## src/hdl/pti_pkg.sv

```systemverilog
// Shared constants and types of the top-level event and reset block
package pti_pkg;

	// ----------------------------------------------------------------
	// Register offsets
	// ----------------------------------------------------------------
	localparam logic [7:0] OFS_SOFT_RESET   = 8'h18;
	localparam logic [7:0] OFS_TOP_FIRST    = 8'h19;
	localparam logic [7:0] OFS_TOP_SECOND   = 8'h1a;
	localparam logic [7:0] OFS_BUCK_FLAGS   = 8'h1b;
	localparam logic [7:0] OFS_LINEAR_FLAGS = 8'h1c;
	localparam logic [7:0] OFS_TOP_STATUS   = 8'h1d;
	localparam logic [7:0] OFS_REG_CTRL     = 8'h1e;

	// ----------------------------------------------------------------
	// Reset values
	// ----------------------------------------------------------------
	localparam logic [7:0] RST_SOFT_RESET = 8'h00;
	localparam logic [7:0] RST_TOP_FIRST  = 8'h00;
	localparam logic [7:0] RST_TOP_SECOND = 8'h00;
	localparam logic [7:0] RST_REG_CTRL   = 8'h00;
	localparam logic [2:0] RST_CH_FLAGS   = 3'h0;

	// ----------------------------------------------------------------
	// Field positions
	// ----------------------------------------------------------------
	localparam int BIT_SOFT_RESET = 0;
	localparam int TF_PG_LOSS     = 7;
	localparam int TF_LIN_SUM     = 6;
	localparam int TF_BUCK_SUM    = 5;
	localparam int TF_CLK_CHG     = 4;
	localparam int TF_TSD         = 3;
	localparam int TF_TWARN       = 2;
	localparam int TF_OVP         = 1;
	localparam int TF_IMEAS       = 0;
	localparam logic [7:0] TF_LATCH_MASK = 8'h9f;
	localparam int TS_RESET_REG   = 0;
	localparam int ST_POWER_GOOD_PIN       = 7;
	localparam int ST_CLK_BAD     = 4;
	localparam int ST_TSD         = 3;
	localparam int ST_TWARN       = 2;
	localparam int ST_OVP         = 1;
	localparam int CTRL_GPO_ONE   = 4;
	localparam int CTRL_GPO_TWO   = 5;
	localparam int NUM_REGS       = 4;
	localparam int FB_ILIM        = 0;
	localparam int FB_SC          = 1;
	localparam int FB_PG          = 2;
	localparam int FB_STRIDE      = 4;

	// ----------------------------------------------------------------
	// Timing
	// ----------------------------------------------------------------
	localparam int CLK_PERIOD_NS = 8;
	localparam int SC_TIME_NS    = 1000000;
	localparam int SC_CYCLES     = (SC_TIME_NS + CLK_PERIOD_NS - 1) / CLK_PERIOD_NS;
	localparam int SC_CNT_W      = 17;

	// Serial address default, arbitrary
	localparam logic [6:0] DEF_DEV_ADDR = 7'h60;

	typedef enum logic [8:0] {
		SP_IDLE  = 9'h001,
		SP_ADDR  = 9'h002,
		SP_AACK  = 9'h004,
		SP_REG   = 9'h008,
		SP_REGAK = 9'h010,
		SP_WDATA = 9'h020,
		SP_WACK  = 9'h040,
		SP_RDATA = 9'h080,
		SP_RACK  = 9'h100
	} pti_sp_state_t;

endpackage

```

## src/hdl/pti_reg_flags.sv

```systemverilog
// Per-regulator latched event flags with short-circuit hold timer
`timescale 1ns/10ps
module pti_reg_flags
	import pti_pkg::*;
#(
	parameter int N     = 2,
	parameter int HOLD  = SC_CYCLES,
	parameter int CNT_W = SC_CNT_W
) (
	input  wire logic         clk,
	input  wire logic         rst_n,
	input  wire logic         ce,
	input  wire logic         clr_stb,
	input  wire logic [7:0]   clr_data,
	input  wire logic [N-1:0] pg_evt,
	input  wire logic [N-1:0] sc_low,
	input  wire logic [N-1:0] ilim,
	output logic      [7:0]   flags
);

	localparam logic [CNT_W-1:0] HOLD_CNT = CNT_W'(HOLD);

	// ----------------------------------------------------------------
	// One flag group per regulator
	// ----------------------------------------------------------------
	for (genvar i = 0; i < N; i++) begin : g_ch
		logic [CNT_W-1:0] tmr;
		logic [CNT_W-1:0] next_tmr;
		logic [2:0]       f;
		logic [2:0]       next_f;
		logic [2:0]       clr;
		logic [2:0]       set;

		always_comb begin
			next_tmr = tmr;
			set      = 3'h0;
			clr      = clr_stb ? clr_data[FB_STRIDE*i +: 3] : 3'h0;
			// Counter saturates so a held short keeps re-asserting the flag
			if (!sc_low[i]) begin
				next_tmr = '0;
			end else if (tmr == HOLD_CNT) begin
				set[FB_SC] = 1'b1;
			end else begin
				next_tmr = tmr + 1'b1;
			end
			set[FB_PG]   = pg_evt[i];
			set[FB_ILIM] = ilim[i];
			next_f       = (f & ~clr) | set;
		end

		always_ff @(posedge clk) begin
			if (!rst_n) begin
				tmr <= '0;
				f   <= RST_CH_FLAGS;
			end else if (ce) begin
				tmr <= next_tmr;
				f   <= next_f;
			end
		end

		assign flags[FB_STRIDE*i +: FB_STRIDE] = {1'b0, f};
	end

endmodule

```

## src/hdl/pti_serial_port.sv

```systemverilog
// Two-wire serial register port, sampled on the system clock
`timescale 1ns/10ps
module pti_serial_port
	import pti_pkg::*;
#(
	parameter logic [6:0] DEV_ADDR = DEF_DEV_ADDR
) (
	input  wire logic       clk,
	input  wire logic       rst_n,
	input  wire logic       ce,
	input  wire logic       scl,
	input  wire logic       sda_in,
	input  wire logic [7:0] rd_data,
	output logic            sda_out,
	output logic            sda_oe,
	output logic            wr_stb,
	output logic      [7:0] reg_ptr,
	output logic      [7:0] wr_data
);

	pti_sp_state_t state;
	pti_sp_state_t next_state;
	logic [3:0]    cnt;
	logic [3:0]    next_cnt;
	logic [7:0]    sh;
	logic [7:0]    next_sh;
	logic [7:0]    next_ptr;
	logic [7:0]    next_wdata;
	logic          is_rd;
	logic          next_rd;
	logic          nack;
	logic          next_nack;
	logic          next_oe;
	logic          next_wr;
	logic          scl_q;
	logic          sda_q;
	logic          start;
	logic          stop;
	logic          rise;
	logic          fall;

	// ----------------------------------------------------------------
	// Bus conditions
	// ----------------------------------------------------------------
	assign start = scl_q & scl & sda_q & ~sda_in;
	assign stop  = scl_q & scl & ~sda_q & sda_in;
	assign rise  = scl & ~scl_q;
	assign fall  = ~scl & scl_q;

	always_comb begin
		next_state = state;
		next_cnt   = cnt;
		next_sh    = sh;
		next_ptr   = reg_ptr;
		next_wdata = wr_data;
		next_rd    = is_rd;
		next_nack  = nack;
		next_oe    = sda_oe;
		next_wr    = 1'b0;
		if (start) begin
			next_state = SP_ADDR;
			next_cnt   = 4'h0;
			next_oe    = 1'b0;
		end else if (stop) begin
			next_state = SP_IDLE;
			next_oe    = 1'b0;
		end else if (rise) begin
			if (state == SP_ADDR || state == SP_REG || state == SP_WDATA) begin
				next_sh  = {sh[6:0], sda_in};
				next_cnt = cnt + 4'h1;
			end else if (state == SP_RACK) begin
				next_nack = sda_in;
			end
		end else if (fall) begin
			case (state)
				SP_ADDR: begin
					if (cnt == 4'h8) begin
						if (sh[7:1] == DEV_ADDR) begin
							next_oe    = 1'b1;
							next_rd    = sh[0];
							next_state = SP_AACK;
						end else begin
							next_state = SP_IDLE;
						end
					end
				end
				SP_AACK: begin
					next_cnt = 4'h0;
					if (is_rd) begin
						next_sh    = rd_data;
						next_oe    = ~rd_data[7];
						next_state = SP_RDATA;
					end else begin
						next_oe    = 1'b0;
						next_state = SP_REG;
					end
				end
				SP_REG: begin
					if (cnt == 4'h8) begin
						next_ptr   = sh;
						next_oe    = 1'b1;
						next_state = SP_REGAK;
					end
				end
				SP_REGAK, SP_WACK: begin
					if (state == SP_WACK) begin
						next_ptr = reg_ptr + 8'h01;
					end
					next_oe    = 1'b0;
					next_cnt   = 4'h0;
					next_state = SP_WDATA;
				end
				SP_WDATA: begin
					if (cnt == 4'h8) begin
						next_wr    = 1'b1;
						next_wdata = sh;
						next_oe    = 1'b1;
						next_state = SP_WACK;
					end
				end
				SP_RDATA: begin
					if (cnt == 4'h7) begin
						next_oe    = 1'b0;
						next_ptr   = reg_ptr + 8'h01;
						next_state = SP_RACK;
					end else begin
						next_cnt = cnt + 4'h1;
						next_sh  = {sh[6:0], 1'b0};
						next_oe  = ~sh[6];
					end
				end
				SP_RACK: begin
					if (nack) begin
						next_state = SP_IDLE;
					end else begin
						next_sh    = rd_data;
						next_oe    = ~rd_data[7];
						next_cnt   = 4'h0;
						next_state = SP_RDATA;
					end
				end
				default: begin
					next_state = state;
				end
			endcase
		end
	end

	always_ff @(posedge clk) begin
		if (!rst_n) begin
			state   <= SP_IDLE;
			cnt     <= 4'h0;
			sh      <= 8'h00;
			reg_ptr <= 8'h00;
			wr_data <= 8'h00;
			is_rd   <= 1'b0;
			nack    <= 1'b0;
			sda_oe  <= 1'b0;
			sda_out <= 1'b0;
			wr_stb  <= 1'b0;
			scl_q   <= 1'b1;
			sda_q   <= 1'b1;
		end else if (ce) begin
			state   <= next_state;
			cnt     <= next_cnt;
			sh      <= next_sh;
			reg_ptr <= next_ptr;
			wr_data <= next_wdata;
			is_rd   <= next_rd;
			nack    <= next_nack;
			sda_oe  <= next_oe;
			sda_out <= 1'b0;
			wr_stb  <= next_wr;
			scl_q   <= scl;
			sda_q   <= sda_in;
		end
	end

endmodule

```

## src/hdl/pti_top.sv

```systemverilog
// Top-level event flags, regulator control and software reset
//
// Behaviour
// - Writing 1 to soft reset command resets registers, reloads OTP, resets port.
// - Soft reset command bit clears itself after its reset.
// - Power-good pin going inactive latches bit 7 of first top register.
// - Latched top flags stay set until host writes 1 there.
// - Bit 6 reads 1 while any linear regulator flag is pending.
// - Bit 5 reads 1 while any buck regulator flag is pending.
// - External clock appearing or disappearing latches bit 4.
// - Thermal shutdown latches bit 3, disables regulators, drives outputs low.
// - While thermal shutdown flag is set, regulator enable requests are refused.
// - Thermal warning latches bit 2; regulators keep running.
// - Live thermal and overvoltage status read separately from latched flags.
// - Input overvoltage latches bit 1, disables regulators, drives outputs low.
// - New load-current measurement result latches bit 0.
// - Undervoltage or soft reset latches bit 0 of second top register.
// - After undervoltage or soft reset: regulators off, defaults, startup again.
// - Reserved bits of reset and second top registers reset to zero.
// - Buck regulators have power-good, held short and current-limit W1C flags.
// - Linear regulators have power-good, held short and current-limit W1C flags.
`timescale 1ns/10ps
module pti_top
	import pti_pkg::*;
#(
	parameter logic [6:0] DEV_ADDR  = DEF_DEV_ADDR,
	parameter int          SC_HOLD  = SC_CYCLES,
	parameter int          NUM_BUCK = 2,
	parameter int          NUM_LIN  = 2
) (
	input  wire logic                CLK,
	input  wire logic                RESET_N,
	input  wire logic                CE,
	input  wire logic                SCL,
	input  wire logic                SDA_IN,
	output logic                     SDA_OUT,
	output logic                     SDA_OE,
	input  wire logic                POWER_GOOD_PIN,
	input  wire logic                EXT_CLK_PRESENT,
	input  wire logic                THERMAL_SHUTDOWN,
	input  wire logic                THERMAL_WARNING,
	input  wire logic                INPUT_OVERVOLTAGE,
	input  wire logic                LOAD_MEAS_DONE,
	input  wire logic                ANALOG_SUPPLY_LOW,
	input  wire logic [NUM_BUCK-1:0] BUCK_PG_EVENT,
	input  wire logic [NUM_BUCK-1:0] BUCK_SC_LOW,
	input  wire logic [NUM_BUCK-1:0] BUCK_ILIM,
	input  wire logic [NUM_LIN-1:0]  LINEAR_PG_EVENT,
	input  wire logic [NUM_LIN-1:0]  LINEAR_SC_LOW,
	input  wire logic [NUM_LIN-1:0]  LINEAR_ILIM,
	output logic      [NUM_REGS-1:0] REG_ENABLE,
	output logic                     GENERAL_OUTPUT_ONE,
	output logic                     GENERAL_OUTPUT_TWO,
	output logic                     IRQ,
	output logic                     OTP_RELOAD,
	output logic                     STARTUP_REQ
);

	// ----------------------------------------------------------------
	// Internal reset
	// ----------------------------------------------------------------
	logic       soft_reset_cmd;
	logic       next_soft_reset_cmd;
	logic       rst_int;
	logic       live_rst_n;
	logic       rst_q;
	logic       next_otp;
	logic       next_startup;

	// Undervoltage holds the logic in reset for as long as it lasts
	assign rst_int    = soft_reset_cmd | ANALOG_SUPPLY_LOW;
	assign live_rst_n = RESET_N & ~rst_int;

	// ----------------------------------------------------------------
	// Register port
	// ----------------------------------------------------------------
	logic       wr_stb;
	logic [7:0] reg_ptr;
	logic [7:0] wr_data;
	logic [7:0] rd_data;

	// Port is reset with the registers so a half-done transfer is dropped
	pti_serial_port #(
		.DEV_ADDR (DEV_ADDR)
	) u_port (
		.clk      (CLK),
		.rst_n    (live_rst_n),
		.ce       (CE),
		.scl      (SCL),
		.sda_in   (SDA_IN),
		.rd_data  (rd_data),
		.sda_out  (SDA_OUT),
		.sda_oe   (SDA_OE),
		.wr_stb   (wr_stb),
		.reg_ptr  (reg_ptr),
		.wr_data  (wr_data)
	);

	// ----------------------------------------------------------------
	// Regulator flag banks
	// ----------------------------------------------------------------
	logic [7:0] buck_flags;
	logic [7:0] lin_flags;
	logic       wr_buck;
	logic       wr_lin;

	assign wr_buck = wr_stb && (reg_ptr == OFS_BUCK_FLAGS);
	assign wr_lin  = wr_stb && (reg_ptr == OFS_LINEAR_FLAGS);

	pti_reg_flags #(
		.N     (NUM_BUCK),
		.HOLD  (SC_HOLD),
		.CNT_W (SC_CNT_W)
	) u_buck (
		.clk      (CLK),
		.rst_n    (live_rst_n),
		.ce       (CE),
		.clr_stb  (wr_buck),
		.clr_data (wr_data),
		.pg_evt   (BUCK_PG_EVENT),
		.sc_low   (BUCK_SC_LOW),
		.ilim     (BUCK_ILIM),
		.flags    (buck_flags)
	);

	pti_reg_flags #(
		.N     (NUM_LIN),
		.HOLD  (SC_HOLD),
		.CNT_W (SC_CNT_W)
	) u_lin (
		.clk      (CLK),
		.rst_n    (live_rst_n),
		.ce       (CE),
		.clr_stb  (wr_lin),
		.clr_data (wr_data),
		.pg_evt   (LINEAR_PG_EVENT),
		.sc_low   (LINEAR_SC_LOW),
		.ilim     (LINEAR_ILIM),
		.flags    (lin_flags)
	);

	// ----------------------------------------------------------------
	// Event detection and top flags
	// ----------------------------------------------------------------
	logic [7:0]          top_first;
	logic [7:0]          next_top_first;
	logic [7:0]          top_second;
	logic [7:0]          next_top_second;
	logic [7:0]          reg_ctrl;
	logic [7:0]          next_reg_ctrl;
	logic [7:0]          ev;
	logic [7:0]          clr_first;
	logic [7:0]          clr_second;
	logic [NUM_REGS-1:0] req_en;
	logic                lin_pending;
	logic                buck_pending;
	logic                trip;
	logic                next_irq;
	logic                pg_q;
	logic                clk_q;
	logic                tsd_q;
	logic                twarn_q;
	logic                ovp_q;

	assign lin_pending  = |lin_flags;
	assign buck_pending = |buck_flags;

	always_comb begin
		ev              = 8'h00;
		ev[TF_PG_LOSS]  = pg_q & ~POWER_GOOD_PIN;
		ev[TF_CLK_CHG]  = clk_q ^ EXT_CLK_PRESENT;
		ev[TF_TSD]      = THERMAL_SHUTDOWN & ~tsd_q;
		ev[TF_TWARN]    = THERMAL_WARNING & ~twarn_q;
		ev[TF_OVP]      = INPUT_OVERVOLTAGE & ~ovp_q;
		ev[TF_IMEAS]    = LOAD_MEAS_DONE;
		trip            = ev[TF_TSD] | ev[TF_OVP];
		clr_first       = 8'h00;
		clr_second      = 8'h00;
		next_reg_ctrl   = reg_ctrl;
		next_soft_reset_cmd = soft_reset_cmd;
		req_en          = reg_ctrl[NUM_REGS-1:0];
		if (wr_stb) begin
			if (reg_ptr == OFS_TOP_FIRST) begin
				clr_first = wr_data & TF_LATCH_MASK;
			end else if (reg_ptr == OFS_TOP_SECOND) begin
				clr_second[TS_RESET_REG] = wr_data[TS_RESET_REG];
			end else if (reg_ptr == OFS_SOFT_RESET) begin
				next_soft_reset_cmd = wr_data[BIT_SOFT_RESET];
			end else if (reg_ptr == OFS_REG_CTRL) begin
				req_en = wr_data[NUM_REGS-1:0];
				// Switching off is always allowed, switching on is not
				if (top_first[TF_TSD]) begin
					req_en = req_en & reg_ctrl[NUM_REGS-1:0];
				end
				next_reg_ctrl = wr_data;
				next_reg_ctrl[NUM_REGS-1:0] = req_en;
				next_reg_ctrl[7:6] = 2'b00;
			end
		end
		if (trip) begin
			next_reg_ctrl = RST_REG_CTRL;
		end
		// Set wins over a clear landing in the same cycle
		next_top_first = ((top_first & ~clr_first) | ev) & TF_LATCH_MASK;
		next_top_second = (top_second & ~clr_second);
		next_top_second[TS_RESET_REG] = next_top_second[TS_RESET_REG] | rst_int;
		next_irq = (|top_first) | lin_pending | buck_pending | top_second[TS_RESET_REG];
		next_otp = rst_int & ~rst_q;
		next_startup = rst_q & ~rst_int;
	end

	// ----------------------------------------------------------------
	// Registers cleared by either reset
	// ----------------------------------------------------------------
	always_ff @(posedge CLK) begin
		if (!live_rst_n) begin
			soft_reset_cmd <= RST_SOFT_RESET[BIT_SOFT_RESET];
			top_first      <= RST_TOP_FIRST;
			reg_ctrl       <= RST_REG_CTRL;
			IRQ            <= 1'b0;
			pg_q           <= 1'b0;
			clk_q          <= 1'b0;
			tsd_q          <= 1'b0;
			twarn_q        <= 1'b0;
			ovp_q          <= 1'b0;
		end else if (CE) begin
			soft_reset_cmd <= next_soft_reset_cmd;
			top_first      <= next_top_first;
			reg_ctrl       <= next_reg_ctrl;
			IRQ            <= next_irq;
			pg_q           <= POWER_GOOD_PIN;
			clk_q          <= EXT_CLK_PRESENT;
			tsd_q          <= THERMAL_SHUTDOWN;
			twarn_q        <= THERMAL_WARNING;
			ovp_q          <= INPUT_OVERVOLTAGE;
		end
	end

	// ----------------------------------------------------------------
	// Registers that must survive the internal reset
	// ----------------------------------------------------------------
	always_ff @(posedge CLK) begin
		if (!RESET_N) begin
			top_second  <= RST_TOP_SECOND;
			rst_q       <= 1'b0;
			OTP_RELOAD  <= 1'b0;
			STARTUP_REQ <= 1'b0;
		end else if (CE) begin
			top_second  <= next_top_second;
			rst_q       <= rst_int;
			OTP_RELOAD  <= next_otp;
			STARTUP_REQ <= next_startup;
		end
	end

	// ----------------------------------------------------------------
	// Outputs
	// ----------------------------------------------------------------
	assign REG_ENABLE         = reg_ctrl[NUM_REGS-1:0];
	assign GENERAL_OUTPUT_ONE = reg_ctrl[CTRL_GPO_ONE];
	assign GENERAL_OUTPUT_TWO = reg_ctrl[CTRL_GPO_TWO];

	// ----------------------------------------------------------------
	// Read data
	// ----------------------------------------------------------------
	always_comb begin
		rd_data = 8'h00;
		if (reg_ptr == OFS_SOFT_RESET) begin
			rd_data[BIT_SOFT_RESET] = soft_reset_cmd;
		end else if (reg_ptr == OFS_TOP_FIRST) begin
			rd_data              = top_first;
			rd_data[TF_LIN_SUM]  = lin_pending;
			rd_data[TF_BUCK_SUM] = buck_pending;
		end else if (reg_ptr == OFS_TOP_SECOND) begin
			rd_data = top_second;
		end else if (reg_ptr == OFS_BUCK_FLAGS) begin
			rd_data = buck_flags;
		end else if (reg_ptr == OFS_LINEAR_FLAGS) begin
			rd_data = lin_flags;
		end else if (reg_ptr == OFS_TOP_STATUS) begin
			rd_data[ST_POWER_GOOD_PIN]   = POWER_GOOD_PIN;
			rd_data[ST_CLK_BAD] = ~EXT_CLK_PRESENT;
			rd_data[ST_TSD]     = THERMAL_SHUTDOWN;
			rd_data[ST_TWARN]   = THERMAL_WARNING;
			rd_data[ST_OVP]     = INPUT_OVERVOLTAGE;
		end else if (reg_ptr == OFS_REG_CTRL) begin
			rd_data = reg_ctrl;
		end
	end

endmodule

```

## config.mk

```make
export PLATFORM = sky130hd
export DESIGN_NAME = pti_top
export DESIGN_NICKNAME = d
export VERILOG_FILES = /design/src/hdl/pti_pkg.sv /design/src/hdl/pti_reg_flags.sv /design/src/hdl/pti_serial_port.sv /design/src/hdl/pti_top.sv
export SDC_FILE = /design/constraint.sdc
export NUM_CORES = 1
export LEC_CHECK = 0
export ABC_AREA = 1
export BUFFER_PORTS_ARGS = -buffer_cell sky130_fd_sc_hd__clkbuf_2
export CORE_MARGIN = 10
export CORE_UTILIZATION = 34
export DETAILED_ROUTE_END_ITERATION = 8
export GPL_TIMING_DRIVEN = 0
export PLACE_DENSITY = 0.56
export SYNTH_ARGS = -nofsm -noshare
export SYNTH_HDL_FRONTEND = slang
export SYNTH_SLANG_ARGS = --single-unit
```

## constraint.sdc

```tcl
create_clock -name CLK -period 2 [get_ports CLK]
set_input_delay 0.2 -clock CLK [delete_from_list [all_inputs] [get_ports CLK]]
set_output_delay 0.2 -clock CLK [all_outputs]
set_load 0.02 [all_outputs]
```

==> impl_results.md <==
* Status: finished clean
* Clock Latency Late Sink at 0.43 ns
* Maximum VDD drop at ~390 µV
* Worst path bufs/invs at 3
* Post-synthesis sequential area ratio at approximately 33%
* Hold Crit Start: LOAD_MEAS_DONE
* Synth Instances at approximately 1400
* Sw Ratio at roughly a quarter
* Crit-path max FO at 10
* Synthesis-stage register bit count at 146
* Dpl cell area at 0.00950 mm²
* Total number of vias at around 9000
* Longest Clk Path Bufs at 2
* Comb power frac at about 7.0%
* Sink Count at 146
* Reg2Reg Depth at 10
* Worst flop-to-flop path endpoint: u_port.state[0]
* Final Util at ~40%
* Flop pwr share at a little over two fifths
* Total CTS buffers at 17
* Post-synth top area share at between 30 and 40%
* CTS clk-pin slew, worst paths at about 0.07 ns
* YS warnings at 0
* Vias in the first global route at 8660
* Pins Over Slew Limit at 0
* Drt first pass iters at 5
* Syn Nets at between 1000 and 1500
* Critical Path AT at 2.17 ns
* Period utilisation layout at between 90% and 100%
* # diodes at 0
* Psw at between 1.5 and 2 mW
* Post-route ant nets at 0
* First-pass GRT wire length at 44000 µm
* Worst Setup Path Type: reg2reg
* Layout area overhead at 16.4%
* RSZ-0062 raised after global routing: true
* Pleak at about 4.0 nW
* CTS root buffer: clkbuf_16
* Layout Skew at just under 0.01 ns
* Worst R2R Start: u_port.cnt[0]
* Delay-heaviest family, CP: simple AND/OR/NAND/NOR gates
* Final min period at 1.85 ns
* PortBufs at 29
* Routed WL at 26400 µm
* Critical Path End Type: flip-flop
* Via/cell ratio at between 5 and 6
* Most used cell, CP: inv_1
* Cells along the critical path: inv_1 > ha_1 > nand3_1 > inv_1 > nor2_1 > a21oi_2 > nand3_4 > buf_6 > a21oi_1 > nand2_1
* CP max stage delay at 0.35 ns
* Fin area at roughly 0.010 mm²
* Ys async rst share at 0%
* Commonest cells after routing, fill and taps aside: nand2_1 (326), nor2_1 (196), inv_1 (144)
* Syn_area_per_cell at about 6.4 µm²
* Clk network pwr share at between 50 and 60%
* Die Ht at ~180 µm
* Post-synth EDFFs at 0
* Final GP Congestion at 0.890
* H-tree levels at 4
* Pin count of the biggest net entering global routing at 17
* Final Hold Fails at 0
* R2R Setup Slk at between 0.1 and 0.15 ns
* IO Pins at 35
* Mapped Area at approximately 0.009 mm²
* Max_slew headroom at ~52%
* Core outline area at between 0.02 and 0.03 mm²
* Die area at between 0.03 and 0.04 mm²
* Hold/Removal Path Class: in2reg
* Post-synth top flop: dfxtp_1
* Hold Path End: top_first[0]
* Commonest non-fill, non-tap cell in the layout: nand2_1
* Setup violators final at 0
* PD cells at between 600 and 700 mW/mm²
* Drt drc at 0
* Die width at roughly 180 µm
* Slowest CP cell: dfxtp_1
* Dpl hpwl at around 20000 µm
* GRT overflow at 0
* Initial antenna violation count at 0
* Sum Neg Setup Slack at 0 ns
* F_max at 540 MHz
* Synth area leaders: dfxtp_1 (33%), nand2_1 (14%), nor2_1 (8.4%)
* Area leader, netlist: dfxtp_1
* Share of cells above drive strength 1 at 13.1%
* Initial Util at 34.4%
* WHS Path Cells at 3
* Total GRT Usage at 15.9%
* Row Count at 59
* CP Launch Type: flip-flop
* Worst-margin pin slew at between 0.7 and 0.8 ns
* CTS tree: built
* Max_cap viols at 0
* DR iter-0 viols at between 600 and 700
* Layout net count at around 1500
* Internal power at roughly 5.3 mW
* Wire per inst at about 15 µm
* Netlist cell types at between 40 and 50
* Critical Path RT at around 2.3 ns
power by group through the flow:
stage / registers, mW / clock network, mW / logic [mW]
after floorplan: 3.03 / 0 / 0.299
after global placement: 3.03 / 0 / 0.462
after detailed placement: 3.03 / 0 / 0.462
after CTS: 2.97 / 3.59 / 0.467
after global routing: 2.98 / 3.69 / 0.552
final: 2.97 / 3.52 / 0.490
through the flow:
stage	hold slack, ns	setup slack [ns]	power [mW]	cells
after floorplan	0.323	0.308	3.33	1395
after global placement	0.453	-0.238	3.50	1759
after detailed placement	0.455	-0.266	3.50	1759
after CTS	0.0184	0.00655	7.02	1792
after global routing	0.0259	-0.0242	7.22	1804
final	0.0305	0.147	6.98	1804
cell usage after synthesis (all sizes together) (2+ instances only):
| cell | number |
|---|---|
| nand2 | 347 |
| nor2 | 214 |
| inv | 157 |
| dfxtp | 146 |
| a21oi | 124 |
| nand3 | 96 |
| o21ai | 67 |
| nor3 | 54 |
| nand4 | 47 |
| xor2 | 30 |
| buf | 27 |
| ha | 17 |
| clkbuf | 16 |
| nor4 | 9 |
| xnor2 | 9 |
| nand3b | 7 |
| or2 | 6 |
| a211oi | 4 |
| o31ai | 4 |
| clkinv | 3 |
| o21bai | 3 |
| a31oi | 2 |
| nor3b | 2 |
| o211ai | 2 |
logic make-up after synthesis:
kind of cell / after synthesis / synth area share [%]
flops: 146 / 32.7
other cells: 1 / 0.0419
xor+xnor: 39 / 3.82
buf+inv: 203 / 9.07
simple gates: 782 / 39.8
compound gates: 207 / 12.2
fa+ha+maj: 17 / 2.38
routing by layer:
layer	global-route usage (%)	vias up	wire length (µm)
li1	-	4656	-
met1	20.9	4210	12800
met2	25.9	194	12000
met3	2.75	33	1090
met4	4.85	0	500
met5	0	-	0
tightest hold or removal path: cells and delay by family:
family                 cells  cell delay (ns)
and+or+nand+nor            1             0.06
buffers and inverters      1             0.10
AOI/OAI and AO/OA          1             0.06
flip-flops by register name, indices dropped and copies added (netlist names), 4 cells and up:
| register | flops |
|---|---|
| u_buck.g_ch.tmr | 34 |
| u_lin.g_ch.tmr | 34 |
| u_port.state | 9 |
| u_port.reg_ptr | 8 |
| u_port.sh | 8 |
| u_port.wr_data | 8 |
| reg_ctrl | 6 |
| top_first | 6 |
| u_buck.g_ch.f | 6 |
| u_lin.g_ch.f | 6 |
| u_port.cnt | 4 |
worst max path at each step:
stage,start,slack (ns),to,cells past startpoint
final,u_port.cnt[0],0.15,u_port.state[0],10
after global routing,u_buck.g_ch[0].tmr[0],-0.02,u_buck.g_ch[0].tmr[8],8
after CTS,u_port.scl_q,0.007,u_port.state[3],9
after detailed placement,RESET_N,-0.27,u_port.state[8],7
after global placement,soft_reset_cmd,-0.24,u_port.state[4],7
after floorplan,u_port.scl_q,0.31,u_port.reg_ptr[1],10
area by class of cell:
cell class	instances	area [µm²]
timing repair buffer	44	259
clock buffer	19	443
sequential	146	2930
buffer	43	226
fill	2834	15600
multi-input combinational	1046	5340
clock inverter	11	186
inverter	160	609
tap	335	419
what timing repair did:
item	CTS	global route
endpoints found under the setup margin	52	91
resized for setup	4	49
buffers inserted	3	12
hold buffers	0	0
pin swaps	2	5
Note: power is estimated with default switching activity, not from simulation.
